===== config.mk =====
export PLATFORM = sky130hd
export DESIGN_NAME = tmr_counter_capture
export DESIGN_NICKNAME = d
export VERILOG_FILES = /design/src/logic/tmr_pkg.sv /design/src/logic/tmr_counter_capture.sv
export VERILOG_INCLUDE_DIRS = /design/src /design/src/logic
export SDC_FILE = /design/constraint.sdc
export NUM_CORES = 1
export LEC_CHECK = 0
export BUFFER_PORTS_ARGS = -buffer_cell sky130_fd_sc_hd__buf_2
export CORE_MARGIN = 3
export CORE_UTILIZATION = 40
export CTS_BUF_LIST = sky130_fd_sc_hd__clkbuf_8 sky130_fd_sc_hd__clkbuf_16
export DETAILED_ROUTE_END_ITERATION = 8
export GPL_ROUTABILITY_DRIVEN = 0
export GPL_TIMING_DRIVEN = 0
export SLEW_MARGIN = 30
export SYNTH_ARGS = -nofsm -noshare
export SYNTH_HDL_FRONTEND = slang
export SYNTH_SLANG_ARGS = --single-unit
export TNS_END_PERCENT = 30

===== constraint.sdc =====
create_clock -name CORE_CLK -period 5.75 [get_ports CORE_CLK]
set_input_delay 0.2875 -clock CORE_CLK [delete_from_list [all_inputs] [get_ports CORE_CLK]]
set_output_delay 0.2875 -clock CORE_CLK [all_outputs]
set_load 0.01 [all_outputs]

===== src/logic/tmr_regs.svh =====
// Byte locations, clock select codes, fixed tops and filter depth of the timer.
`ifndef TMR_REGS_SVH
`define TMR_REGS_SVH
`define TMR_LOC_COUNT_LO  2'h0
`define TMR_LOC_COUNT_HI  2'h1
`define TMR_LOC_CAPT_LO   2'h2
`define TMR_LOC_CAPT_HI   2'h3
`define TMR_RST_BYTE      8'h00
`define TMR_RST_WORD      16'h0000
`define TMR_MAX           16'hFFFF
`define TMR_TOP_8BIT      16'h00FF
`define TMR_TOP_9BIT      16'h01FF
`define TMR_TOP_10BIT     16'h03FF
`define TMR_CS_NONE       3'h0
`define TMR_CS_DIRECT     3'h1
`define TMR_CS_PRESCALED  3'h2
`define TMR_CS_EXT_FALL   3'h6
`define TMR_CS_EXT_RISE   3'h7
`define TMR_NC_SAMPLES    4
`endif


===== src/logic/tmr_pkg.sv =====
// Types shared by the timer counter and its capture unit.
`include "tmr_regs.svh"
package tmr_pkg;
	typedef struct packed {
		logic        rd;
		logic        wr;
		logic [1:0]  addr;
		logic [7:0]  wdata;
		logic        clr_ovf;
		logic        clr_cap;
	} tmr_bus_s;

	typedef struct packed {
		logic [2:0]  clock_source_select;
		logic [3:0]  waveform_mode_field;
		logic        noise_filter_enable;
		logic        edge_rising;
		logic        comparator_capture_select;
		logic        capture_irq_enable;
		logic        overflow_irq_enable;
		logic [15:0] compare_a_top;
	} tmr_ctrl_s;

	typedef struct packed {
		logic [15:0]                  count;
		logic [15:0]                  capt;
		logic [7:0]                   hold;
		logic [7:0]                   rdata;
		logic                         down;
		logic                         ovf_flag;
		logic                         cap_flag;
		logic                         ovf_irq;
		logic                         cap_irq;
		logic                         src_s1;
		logic                         src_s2;
		logic [`TMR_NC_SAMPLES-1:0]   samp;
		logic                         filt;
		logic                         edge_prev;
		logic                         ext_s1;
		logic                         ext_s2;
		logic                         ext_prev;
	} tmr_state_s;
endpackage


===== src/logic/tmr_counter_capture.sv =====
// 16-bit timer counter with input capture and a shared high-byte holding register.
`timescale 1ns/100ps
`default_nettype none
`include "tmr_regs.svh"

// Operation
// - Clock select zero stops the counter
// - Counter counts up, down or clears
// - Low-byte access moves upper byte via holding
// - Upper-byte location always means holding register
// - Counter accessible with clock stopped
// - Processor write beats count or clear
// - Waveform mode field sets counting sequence
// - Overflow flag set where mode defines
// - Edge copies counter to capture, sets flag
// - Capture flag interrupts; cleared by ack/one
// - Capture low read loads holding register
// - Capture writable only in capture-top modes
// - Select bit routes comparator to capture
// - Source switch may capture; software clears flag
// - Capture input synchronised; filter adds delay
// - Capture input off in capture-top modes
// - Filter changes after four agreeing samples
// - Filter enabled by bit, system clocked
// - New capture overwrites unread capture value
// - Driving pin from software causes capture
// - One holding register for all upper bytes
module tmr_counter_capture #(
	parameter int NC_SAMPLES = `TMR_NC_SAMPLES
) (
	input  wire logic              CORE_CLK,
	input  wire logic              RSTN,
	input  wire logic              CE,
	input  wire tmr_pkg::tmr_bus_s  BUS,
	input  wire tmr_pkg::tmr_ctrl_s CTRL,
	input  wire logic              PRESCALE_TICK,
	input  wire logic              EXTERNAL_COUNT_PIN,
	input  wire logic              CAPTURE_INPUT_PIN,
	input  wire logic              COMPARATOR_OUTPUT,
	output logic [7:0]             BUS_RDATA,
	output logic [15:0]            COUNT_VALUE,
	output logic [15:0]            CAPTURE_VALUE,
	output logic                   OVERFLOW_FLAG,
	output logic                   CAPTURE_FLAG,
	output logic                   OVERFLOW_IRQ,
	output logic                   CAPTURE_IRQ
);
	import tmr_pkg::*;

	if (NC_SAMPLES < 2 || NC_SAMPLES > `TMR_NC_SAMPLES) begin : g_chk
		$error("NC_SAMPLES out of range");
	end

	tmr_state_s q_ff;
	tmr_state_s nxt_q;

	// Modes whose top comes from the capture register.
	function automatic logic capt_top(input logic [3:0] m);
		return (m == 4'h8) || (m == 4'hA) || (m == 4'hC) || (m == 4'hE);
	endfunction

	function automatic logic dual_slope(input logic [3:0] m);
		return (m inside {4'h1, 4'h2, 4'h3, 4'h8, 4'h9, 4'hA, 4'hB});
	endfunction

	function automatic logic single_wrap(input logic [3:0] m);
		return (m inside {4'h5, 4'h6, 4'h7, 4'hE, 4'hF});
	endfunction

	function automatic logic [15:0] top_of(input logic [3:0] m, input logic [15:0] icr,
		input logic [15:0] ocr);
		unique case (m)
			4'h1, 4'h5: return `TMR_TOP_8BIT;
			4'h2, 4'h6: return `TMR_TOP_9BIT;
			4'h3, 4'h7: return `TMR_TOP_10BIT;
			4'h4, 4'h9, 4'hB, 4'hF: return ocr;
			4'h8, 4'hA, 4'hC, 4'hE: return icr;
			default: return `TMR_MAX;
		endcase
	endfunction

	logic        tick;
	logic        cap_evt;
	logic        edge_src;
	logic [15:0] top;
	logic        wr_cnt_lo;
	logic        ext_rise;
	logic        ext_fall;

	assign wr_cnt_lo = BUS.wr && (BUS.addr == `TMR_LOC_COUNT_LO);
	assign ext_rise  = q_ff.ext_s2 && !q_ff.ext_prev;
	assign ext_fall  = !q_ff.ext_s2 && q_ff.ext_prev;
	assign top       = top_of(CTRL.waveform_mode_field, q_ff.capt, CTRL.compare_a_top);
	assign edge_src  = CTRL.noise_filter_enable ? q_ff.filt : q_ff.src_s2;

	always_comb begin
		unique case (CTRL.clock_source_select)
			`TMR_CS_NONE:     tick = 1'b0;
			`TMR_CS_DIRECT:   tick = 1'b1;
			`TMR_CS_EXT_FALL: tick = ext_fall;
			`TMR_CS_EXT_RISE: tick = ext_rise;
			default:          tick = PRESCALE_TICK;
		endcase
	end

	// Capture edges are ignored while the capture register holds the top value.
	always_comb begin
		cap_evt = 1'b0;
		if (!capt_top(CTRL.waveform_mode_field)) begin
			if (CTRL.edge_rising) begin
				cap_evt = edge_src && !q_ff.edge_prev;
			end else begin
				cap_evt = !edge_src && q_ff.edge_prev;
			end
		end
	end

	always_comb begin
		logic ovf_set;
		logic all_hi;
		logic all_lo;
		ovf_set = 1'b0;
		all_hi  = 1'b1;
		all_lo  = 1'b1;
		nxt_q   = q_ff;

		// Pin and comparator are muxed ahead of the synchroniser, so a source
		// switch can look like an edge and software must clear the flag.
		nxt_q.src_s1 = CTRL.comparator_capture_select ? COMPARATOR_OUTPUT
			: CAPTURE_INPUT_PIN;
		nxt_q.src_s2 = q_ff.src_s1;
		nxt_q.ext_s1 = EXTERNAL_COUNT_PIN;
		nxt_q.ext_s2 = q_ff.ext_s1;
		nxt_q.ext_prev = q_ff.ext_s2;

		// The window includes the sample shifted in now, so the filter adds four cycles.
		nxt_q.samp = {q_ff.samp[`TMR_NC_SAMPLES-2:0], q_ff.src_s2};
		for (int i = 0; i < NC_SAMPLES; i++) begin
			all_hi = all_hi & nxt_q.samp[i];
			all_lo = all_lo & !nxt_q.samp[i];
		end
		if (all_hi) begin
			nxt_q.filt = 1'b1;
		end else if (all_lo) begin
			nxt_q.filt = 1'b0;
		end
		nxt_q.edge_prev = edge_src;

		// Counting sequence.
		if (wr_cnt_lo) begin
			nxt_q.count = {q_ff.hold, BUS.wdata};
		end else if (tick) begin
			if (dual_slope(CTRL.waveform_mode_field)) begin
				if (!q_ff.down) begin
					if (q_ff.count >= top) begin
						nxt_q.down  = 1'b1;
						nxt_q.count = q_ff.count - 16'h0001;
					end else begin
						nxt_q.count = q_ff.count + 16'h0001;
					end
				end else if (q_ff.count == `TMR_RST_WORD) begin
					nxt_q.down  = 1'b0;
					nxt_q.count = q_ff.count + 16'h0001;
					ovf_set     = 1'b1;
				end else begin
					nxt_q.count = q_ff.count - 16'h0001;
				end
			end else if (single_wrap(CTRL.waveform_mode_field)) begin
				nxt_q.down = 1'b0;
				if (q_ff.count >= top) begin
					nxt_q.count = `TMR_RST_WORD;
					ovf_set     = 1'b1;
				end else begin
					nxt_q.count = q_ff.count + 16'h0001;
				end
			end else begin
				nxt_q.down = 1'b0;
				if (q_ff.count == `TMR_MAX) begin
					ovf_set = 1'b1;
				end
				if (q_ff.count == top) begin
					nxt_q.count = `TMR_RST_WORD;
				end else begin
					nxt_q.count = q_ff.count + 16'h0001;
				end
			end
		end

		// Byte access through the one shared holding register.
		if (BUS.rd) begin
			unique case (BUS.addr)
				`TMR_LOC_COUNT_LO: begin
					nxt_q.rdata = q_ff.count[7:0];
					nxt_q.hold  = q_ff.count[15:8];
				end
				`TMR_LOC_CAPT_LO: begin
					nxt_q.rdata = q_ff.capt[7:0];
					nxt_q.hold  = q_ff.capt[15:8];
				end
				default: nxt_q.rdata = q_ff.hold;
			endcase
		end
		if (BUS.wr) begin
			if (BUS.addr == `TMR_LOC_COUNT_HI || BUS.addr == `TMR_LOC_CAPT_HI) begin
				nxt_q.hold = BUS.wdata;
			end
			if (BUS.addr == `TMR_LOC_CAPT_LO && capt_top(CTRL.waveform_mode_field)) begin
				nxt_q.capt = {q_ff.hold, BUS.wdata};
			end
		end

		// A capture always overwrites, read or not.
		if (cap_evt) begin
			nxt_q.capt = q_ff.count;
		end

		// Hardware set wins over a clear in the same cycle.
		if (cap_evt) begin
			nxt_q.cap_flag = 1'b1;
		end else if (BUS.clr_cap) begin
			nxt_q.cap_flag = 1'b0;
		end
		if (ovf_set) begin
			nxt_q.ovf_flag = 1'b1;
		end else if (BUS.clr_ovf) begin
			nxt_q.ovf_flag = 1'b0;
		end
		nxt_q.cap_irq = nxt_q.cap_flag && CTRL.capture_irq_enable;
		nxt_q.ovf_irq = nxt_q.ovf_flag && CTRL.overflow_irq_enable;
	end

	always_ff @(posedge CORE_CLK) begin
		if (!RSTN) begin
			q_ff <= '0;
		end else if (CE) begin
			q_ff <= nxt_q;
		end
	end

	assign BUS_RDATA     = q_ff.rdata;
	assign COUNT_VALUE   = q_ff.count;
	assign CAPTURE_VALUE = q_ff.capt;
	assign OVERFLOW_FLAG = q_ff.ovf_flag;
	assign CAPTURE_FLAG  = q_ff.cap_flag;
	assign OVERFLOW_IRQ  = q_ff.ovf_irq;
	assign CAPTURE_IRQ   = q_ff.cap_irq;
endmodule
`default_nettype wire


==> impl_metrics.json, run 1 <==
{
  "min_from": "EXTERNAL_COUNT_PIN",
  "clk_pin_slew_ns": 0.06,
  "grt.busiest_layer": "met2",
  "use_met3_pct": 4.181,
  "post_cts_resized": 0,
  "worst_slew_pin_slew_ns": 0.7099,
  "clock.fmax_mhz": 239.2,
  "hold-path-endpoint": "nxt_q[1]",
  "finalNetCount": 804,
  "ios": 93,
  "post-cts-setup-buffers": 0,
  "syn_nets": 704,
  "slowest_stage": "or4_1",
  "first_pass_iters": 6,
  "cts_buffers": 9,
  "status": "finished, final reports clean",
  "rr_startpoint": "CAPTURE_VALUE[14]",
  "holdBufCountCts": 0,
  "routed_wirelength_mm": 17.59,
  "first_global_vias": 5075,
  "yosys-top-cells-area": "dfxtp_1, buf_4, mux2i_1, ha_1, nor2b_1",
  "drv_cap": 0,
  "viasPerCell": 5.895,
  "die_area_sq_um": 13820,
  "crit_family": "simple AND/OR/NAND/NOR gates",
  "start_kind": "primary input",
  "rsz0062_at_grt": "no",
  "path_max_fanout": 10,
  "io_buffers": 89,
  "use_met1_pct": 34.23,
  "p_per_area_nw_per_um2": 236.5,
  "ff2ff_path_depth": 13,
  "crit_buf_inv": 5,
  "rr_endpoint": "COUNT_VALUE[6]",
  "ys_seq_elements": 63,
  "synthDistinctLibCells": 67,
  "areaGrowthSynthToFinish_pct": 19.28,
  "drv_slew": 0,
  "avgSynthCellArea_sq_um": 7.826,
  "finalHoldViolations": 0,
  "min_period_ns": 4.180,
  "cts_root_buffer": "clkbuf_16",
  "period_share_pct": 72.69,
  "antenna_left": 0,
  "crit_arrival_ns": 4.39,
  "fin_skew_ns": 0.006446,
  "yosysTopAreaCellShare_pct": 25.34,
  "multi_input_area_sq_um": 3197,
  "cp-startpoint": "CTRL[24]",
  "wl_per_cell_um": 19.35,
  "grt_max_degree": 13,
  "drc": 0,
  "async_reset_ff_share_pct": 0,
  "cts_tree": "yes",
  "ir_drop_uv": 131.3,
  "fillers": 1235,
  "synth.cell_area_sq_um": 4977,
  "hp-class": "in -> reg",
  "grt_first_pass_wirelength_mm": 27.51,
  "first_iter_violations": 520,
  "required_ns": 5.96,
  "drive_gt1_share_pct": 21.86,
  "num_rows": 40,
  "grt_util_all_layers_pct": 24.58,
  "slew-limit-headroom_pct": 52.50,
  "num_vias": 5359,
  "ys.flop_type": "dfxtp_1",
  "r2r_slack_ns": 1.95,
  "cp_cell_sequence": "clkbuf_1 -> inv_1 -> clkbuf_1 -> nand2_1 -> o22a_1 -> o22ai_1 -> ha_1 -> nand4_1 -> or3_1 -> or4_1 -> buf_2 -> a31oi_4 -> buf_6 -> mux2i_1 -> mux2i_1 -> o21ai_1",
  "initial_core_util_pct": 41.10,
  "antenna_found_initial": 0,
  "end_kind": "flop",
  "p_leak_nw": 2.656,
  "whs_path_depth": 3,
  "synth_edf_count": 0,
  "h-tree-depth": 3,
  "synth_top_area_cell": "dfxtp_1",
  "critical-path-max-stage-delay_ns": 0.54,
  "layout.area.seq_sq_um": 1261,
  "antenna_cells": 0,
  "crit_type": "in -> reg",
  "finalSetupViolations": 0,
  "overflow": 0,
  "worst_slack_ns": 1.570,
  "die_w_um": 117.6,
  "fin_tns_setup_ns": 0,
  "synthCells": 636,
  "seq_area_frac_synth_pct": 25.34,
  "core_sq_um": 12110,
  "place_ws_ns": 1.241,
  "numClockSinks": 63,
  "dp_hpwl_mm": 13.57,
  "clockBufferDepth": 2,
  "clk_latency_ns": 0.34,
  "die_h_um": 117.6,
  "grtUsageMet2_pct": 39.09,
  "synth-warning-count": 0
}
-- cell usage after synthesis, drive strengths merged (10+ instances only) --
| cell type | number |
|---|---|
| a211oi | 12 |
| a21oi | 40 |
| buf | 45 |
| clkbuf | 40 |
| dfxtp | 63 |
| ha | 19 |
| inv | 12 |
| mux2i | 24 |
| nand2 | 45 |
| nand3 | 40 |
| nand3b | 13 |
| nor2 | 33 |
| nor2b | 35 |
| nor3 | 20 |
| o211a | 19 |
| o211ai | 14 |
| o21ai | 30 |
| o22a | 10 |
| o22ai | 10 |
-- cell type report --
type,instances,area share (%)
Clock inverter,7,1.243
Inverter,12,0.7587
Sequential cell,63,21.24
Multi-Input combinational cell,476,53.85
Timing Repair Buffer,89,7.503
Buffer,85,8.072
Tap cell,168,3.541
Clock buffer,9,3.793
-- per-stage QoR --
stage	power [W]	util [%]	hold slack, ns	cells	cell area (sq um)
2_1_floorplan	0.0007297	-	0.4268	636	4977
3_3_place_gp	0.0008370	46.51	0.4553	893	5633
3_5_place_dp	0.0008451	46.51	0.4620	893	5633
4_1_cts	0.001398	48.98	0.2272	909	5932
5_1_grt	0.001460	49.02	0.2423	909	5937
6_report	0.001404	49.02	0.2199	909	5937
-- per-layer routing --
metal  routed length [um]  part of all wire [%]  vias to the layer above
li1                     -                     -                     2533
met1                 7862                    45                     2518
met2                 7883                    45                      272
met5                    0                     0                        -
met3                 1462                   8.3                       36
met4                  377                   2.1                        0
-- tightest hold or removal path, cell delays in order --
cell and delay [ns]:
buf_2 0.08, mux2i_1 0.06, nor2b_1 0.10
-- power by group --
group	total, W	internal [W]	leakage, nW	switching (W)
sequential	0.000497	0.000460	0.513	0.0000373
clock	0.000559	0.000336	0.145	0.000223
combinational	0.000348	0.000147	2.00	0.000201
-- worst max-delay path by stage --
| stage | endpoint | slack (ns) | cells after the start |
|---|---|---|---|
| floorplan | COUNT_VALUE[6] | 2.09 | 13 |
| global placement | COUNT_VALUE[14] | 1.31 | 13 |
| detailed placement | COUNT_VALUE[6] | 1.24 | 13 |
| CTS | COUNT_VALUE[6] | 1.58 | 13 |
| global route | COUNT_VALUE[6] | 1.32 | 16 |
| finish | COUNT_VALUE[6] | 1.57 | 16 |
-- cells by family (layout without fill, tap and decap cells) --
group / Yosys count / in the layout / synth area share, %
AOI/OAI and AO/OA: 185 / 185 / 26.45
xor gates and xnor gates: 3 / 3 / 0.5280
adders and majority gates: 19 / 19 / 4.776
buffers and inverters: 97 / 202 / 10.53
DFF: 63 / 63 / 25.34
muxes: 26 / 26 / 5.279
and+or+nand+nor: 243 / 243 / 27.10
-- cell usage in the layout, fill, tap and decap left out, types with 3 or more instances in the layout --
master	synthesis	layout
a211oi_1	12	12
a21o_1	3	3
a21oi_1	40	40
a22oi_1	8	8
a31oi_1	6	6
a41oi_1	3	3
and2_1	3	3
and3_1	6	6
and3b_1	3	3
buf_2	2	91
buf_4	40	40
clkbuf_1	40	40
clkbuf_16	0	9
clkinv_4	0	3
dfxtp_1	63	63
ha_1	19	19
inv_1	12	12
mux2i_1	24	24
nand2_1	45	45
nand2b_1	9	9
nand3_1	40	40
nand3b_1	13	13
nand4_1	8	8
nand4b_1	3	3
nor2_1	33	33
nor2b_1	35	35
nor3_1	20	19
nor3b_1	4	4
o2111a_1	5	5
o211a_1	19	19
o211ai_1	14	14
o21a_1	3	3
o21ai_0	23	23
o21ai_1	6	6
o21bai_1	3	3
o22a_1	10	10
o22ai_1	10	10
or3_1	6	6
-- sequential cells by signal (all words and copies together) (netlist names) --
| signal | count |
|---|---|
| OVERFLOW_IRQ | 1 |
| CAPTURE_VALUE | 16 |
| CAPTURE_IRQ | 1 |
| BUS_RDATA | 8 |
| q_ff | 12 |
| COUNT_VALUE | 16 |
| nxt_q | 7 |
| OVERFLOW_FLAG | 1 |
| CAPTURE_FLAG | 1 |
Note: power is estimated with default switching activity, not from simulation.
==> inputs of run 2 (changes only) <==
==> constraint.sdc (replaced) <==
create_clock -name CORE_CLK -period 3.6 [get_ports CORE_CLK]
set_input_delay 0.18 -clock CORE_CLK [delete_from_list [all_inputs] [get_ports CORE_CLK]]
set_output_delay 0.18 -clock CORE_CLK [all_outputs]
set_load 0.01 [all_outputs]
==> run 2 against run 1 <==
Worst setup slack worse by 1.4 ns. Wire length increased by 1.5%. Sequential share of layout area decreased by 0.37 points. Cell count is 0.55% higher. Global-route usage is 0.081 points higher. Sequential power rose by 60%. Core utilization increased by 1.2 points. Register-to-register slack got worse by 1.8 ns.
==> impl_metrics.json, run 2 (synthesis results as in run 1) <==
{
  "cts_root_buffer": "clkbuf_16",
  "first_global_vias": 5086,
  "power.total_w": 0.002274,
  "grt_max_degree": 14,
  "grt_util_all_layers_pct": 24.67,
  "cts_buffers": 9,
  "crit_buf_inv": 2,
  "first_pass_iters": 5,
  "antenna_found_initial": 0,
  "antenna_left": 0,
  "ios": 93,
  "drc": 0,
  "hp-class": "in -> reg",
  "num_vias": 5431,
  "die_h_um": 117.6,
  "drv_cap": 0,
  "end_kind": "flop",
  "die_w_um": 117.6,
  "num_rows": 40,
  "ir_drop_uv": 206.8,
  "die_area_sq_um": 13820,
  "critical-path-max-stage-delay_ns": 0.55,
  "finalHoldViolations": 0,
  "first_iter_violations": 425,
  "h-tree-depth": 3,
  "clockBufferDepth": 2,
  "start_kind": "flop",
  "drv_slew": 0,
  "period_share_pct": 96.06,
  "slew-limit-headroom_pct": 49.39,
  "cp_common_cell": "a21oi_1",
  "crit_family": "simple AND/OR/NAND/NOR gates",
  "antenna_cells": 0,
  "cp_cell_sequence": "o21ai_0 -> a21oi_1 -> a21oi_1 -> ha_1 -> nand4_1 -> or3_1 -> or4_1 -> clkbuf_4 -> a31oi_4 -> buf_4 -> mux2i_1 -> nor3_1 -> a221o_1",
  "min_period_ns": 3.458,
  "status": "finished, final reports clean",
  "areaGrowthSynthToFinish_pct": 22.12,
  "p_per_area_nw_per_um2": 374.1,
  "holdBufCountCts": 0,
  "finalSetupViolations": 0,
  "clock.fmax_mhz": 289.2,
  "dp_hpwl_mm": 13.57,
  "io_buffers": 89,
  "required_ns": 3.82,
  "clk_latency_ns": 0.34,
  "drive_gt1_share_pct": 25.47,
  "crit_arrival_ns": 3.67,
  "wl_per_cell_um": 19.52,
  "numClockSinks": 63,
  "slowest_stage": "or4_1",
  "routed_wirelength_mm": 17.85,
  "core_sq_um": 12110,
  "viasPerCell": 5.942,
  "crit_type": "reg -> reg",
  "utilization_pct": 50.19,
  "final_common_cell": "buf_2",
  "fin_skew_ns": 0.007795,
  "final_cell_mix": "buf_2, dfxtp_1, buf_4",
  "path_max_fanout": 7,
  "worst_slew_pin_slew_ns": 0.7592,
  "rsz0062_at_grt": "yes",
  "clk_pin_slew_ns": 0.06,
  "cts_tree": "yes",
  "grt_first_pass_wirelength_mm": 27.59,
  "finalNetCount": 809,
  "p_leak_nw": 2.723,
  "overflow": 0,
  "initial_core_util_pct": 41.10
}
run 2: changes by cell type in the layout (fill, tap and decap cells not counted), sizes merged:
cell / previous run / this run
inv: 12 / 11
buf: 134 / 141
clkinvlp: 1 / 2
clkbuf: 49 / 47
run 2: worst register-to-register path: stages (launching register included):
cell,delay (ns)
dfxtp_2,0.36
o21ai_0,0.13
a21oi_1,0.14
a21oi_1,0.06
ha_1,0.34
nand4_1,0.20
or3_1,0.41
or4_1,0.55
clkbuf_4,0.20
a31oi_4,0.20
buf_4,0.17
mux2i_1,0.25
nor3_1,0.07
a221o_1,0.27
run 2: area by class of cell:
cell class                 instances  area [sq um]
clock inverter                     7         73.82
timing repair buffer              95         503.0
sequential                        63          1269
tap                              168         210.2
multi-input combinational        476          3252
clock buffer                       9         225.2
buffer                            84         496.7
inverter                          12         48.80
fill                            1224          6033
run 2: layer usage:
metal	vias to the layer above	track usage (%)	wire length, um	part of all wire, %
li1	2539	-	-	-
met1	2562	34.26	7818	44
met2	288	39.34	7995	45
met3	42	4.181	1586	8.9
met4	0	7.326	444	2.5
met5	-	0	0	0
run 2: power by group:
group	total (W)	internal, W	switching (W)
clock	0.000893	0.000537	0.000356
combinational	0.000586	0.000252	0.000334
sequential	0.000795	0.000735	0.0000603
total	0.00227	0.00152	0.000750
run 2: worst paths after layout:
kind                                    startpoint             end  slack, ns  depth (start not counted)
worst max-delay path             CAPTURE_VALUE[11]  COUNT_VALUE[3]       0.14                         13
worst max register to register   CAPTURE_VALUE[11]  COUNT_VALUE[3]       0.14                         13
worst min register to register        OVERFLOW_IRQ    OVERFLOW_IRQ       0.48                          2
worst min-delay path            EXTERNAL_COUNT_PIN        nxt_q[1]       0.11                          3
run 2: timing repair:
item	4_1_cts	5_1_grt
pin swaps	1	4
setup endpoints to repair	18	16
setup buffers	2	4
gates resized for setup	8	30
run 2: stage by stage:
stage | instances | hold slack, ns | setup WS (ns) | TNS (ns) | instance area, sq um
6_report | 914 | 0.1137 | 0.1418 | 0 | 6078
5_1_grt | 914 | 0.1348 | -0.005900 | -0.005900 | 6078
4_1_cts | 910 | 0.1197 | 0.01747 | 0 | 5958
3_5_place_dp | 893 | 0.4608 | -0.8014 | -11.10 | 5633
3_3_place_gp | 893 | 0.4479 | -0.7291 | -10.04 | 5633
2_1_floorplan | 636 | 0.3193 | 0.04881 | 0 | 4977
==> inputs of run 3 (changes only) <==
--- a/config.mk
+++ b/config.mk
@@ -9,7 +9,7 @@
 export BUFFER_PORTS_ARGS = -buffer_cell sky130_fd_sc_hd__buf_2
 export CORE_MARGIN = 3
 export CORE_UTILIZATION = 40
-export CTS_BUF_LIST = sky130_fd_sc_hd__clkbuf_8 sky130_fd_sc_hd__clkbuf_16
+export CTS_BUF_LIST = sky130_fd_sc_hd__clkbuf_8
 export DETAILED_ROUTE_END_ITERATION = 8
 export GPL_ROUTABILITY_DRIVEN = 0
 export GPL_TIMING_DRIVEN = 0
==> run 3 against run 2 <==
Cell count unchanged. Highest routed layer unchanged. Core utilization down 1.0 points. Critical path type unchanged. Global-route usage decreased by 0.13 points. Combinational power decreased by 1%. Worst hold slack lost 0.014 ns. Clock power down 28%. Worst setup slack got worse by 0.058 ns.
==> impl_metrics.json, run 3 (synthesis results as in run 1) <==
{
  "wl_per_cell_um": 19.33,
  "io_buffers": 89,
  "die_w_um": 117.6,
  "layout.cells.non_filler": 914,
  "p_per_area_nw_per_um2": 338.0,
  "postLayoutCellArea_sq_um": 5954,
  "die_h_um": 117.6,
  "cts_buffers": 9,
  "cp-startpoint": "CAPTURE_VALUE[11]",
  "p_leak_nw": 2.670,
  "die_area_sq_um": 13820,
  "dp_hpwl_mm": 13.57,
  "rr_startpoint": "CAPTURE_VALUE[11]",
  "finalSetupViolations": 0,
  "utilization_pct": 49.16,
  "clock.fmax_mhz": 284.4,
  "drv_slew": 0,
  "start_kind": "flop",
  "drc": 0,
  "min_period_ns": 3.516,
  "worst_slew_pin_slew_ns": 0.7305,
  "antenna_found_initial": 0,
  "required_ns": 3.83,
  "slowest_stage": "or4_1",
  "finalHoldViolations": 0,
  "first_global_vias": 5076,
  "first_iter_violations": 429,
  "min_from": "EXTERNAL_COUNT_PIN",
  "final_cell_mix": "buf_2, dfxtp_1, buf_4",
  "ios": 93,
  "critical-path-max-stage-delay_ns": 0.55,
  "routed_wirelength_mm": 17.67,
  "fillers": 1234,
  "place_ws_ns": -0.8014,
  "numClockSinks": 63,
  "layout.area.seq_sq_um": 1267,
  "overflow": 0,
  "num_vias": 5400,
  "period_share_pct": 97.66,
  "rsz0062_at_grt": "yes",
  "first_pass_iters": 5,
  "multi_input_area_sq_um": 3246,
  "areaGrowthSynthToFinish_pct": 19.63,
  "slew-limit-headroom_pct": 51.11,
  "antenna_left": 0,
  "clk_latency_ns": 0.35,
  "final_common_cell": "buf_2",
  "power.total_w": 0.002013,
  "core_sq_um": 12110,
  "place_area_sq_um": 5633,
  "ir_drop_uv": 177.7,
  "crit_arrival_ns": 3.75,
  "worst_slack_ns": 0.08421,
  "h-tree-depth": 3,
  "clk_pin_slew_ns": 0.08,
  "num_rows": 40,
  "cp_cell_sequence": "o21ai_0 -> a21oi_1 -> a21oi_1 -> ha_1 -> nand4_1 -> or3_1 -> or4_1 -> clkbuf_4 -> a31oi_4 -> buf_4 -> mux2i_1 -> nor3_1 -> a221o_1",
  "drv_cap": 0,
  "grt_util_all_layers_pct": 24.54,
  "initial_core_util_pct": 41.10,
  "clockBufferDepth": 2,
  "antenna_cells": 0,
  "crit_type": "reg -> reg",
  "end_kind": "flop",
  "drive_gt1_share_pct": 25.34,
  "cts_root_buffer": "clkbuf_8",
  "holdBufCountCts": 0,
  "fin_skew_ns": 0.008724,
  "viasPerCell": 5.908,
  "cts_tree": "yes",
  "cp_common_cell": "a21oi_1",
  "grt_max_degree": 14,
  "path_max_fanout": 7,
  "hp-class": "in -> reg",
  "grt_first_pass_wirelength_mm": 27.46,
  "place_inst": 893,
  "finalNetCount": 809,
  "status": "finished, final reports clean"
}
run 3: worst max-delay path: cells and delay by family, from the launching register on:
kind	cells	cell delay, ns
AOI/OAI and AO/OA	5	0.83
adders and majority gates	1	0.35
buffers and inverters	2	0.37
DFF	1	0.40
muxes	1	0.24
and+or+nand+nor	4	1.20
run 3: repair_timing:
action	4_1_cts	5_1_grt
setup buffers	2	4
endpoints found under the setup margin	18	16
hold endpoints to repair	0	0
pin swaps	1	4
resized for setup	8	24
run 3: metrics by stage:
step | hold slack [ns] | TNS, ns
floorplan | 0.3193 | 0
global placement | 0.4479 | -10.04
detailed placement | 0.4608 | -11.10
CTS | 0.09998 | 0
global route | 0.1128 | -0.1121
finish | 0.09966 | 0
run 3: cell type report:
| cell class | count | area share, % |
|---|---|---|
| well taps | 168 | 3.530 |
| plain buffers | 84 | 8.300 |
| clock buffers | 9 | 2.080 |
| inverters | 12 | 0.8195 |
| flip-flops and latches | 63 | 21.29 |
| multi-input cells | 476 | 54.51 |
| repair buffers | 95 | 8.237 |
| clock inverters | 7 | 1.240 |
run 3: final timing paths:
kind | endpoint | slack [ns] | depth (start not counted)
hold reg to reg | OVERFLOW_IRQ | 0.48 | 2
hold / removal | nxt_q[1] | 0.1 | 3
setup / recovery | COUNT_VALUE[3] | 0.08 | 13
setup reg to reg | COUNT_VALUE[3] | 0.08 | 13
run 3: power by group:
part           internal (W)  switching, W
logic              0.000249      0.000330
clock network      0.000321      0.000319
registers          0.000733     0.0000603
total               0.00130      0.000709
run 3: per-layer routing:
metal,wire length (um),GRT usage [%]
met1,7879,34.18
met3,1464,3.748
met2,7982,39.23
met4,340,7.473
met5,0,0
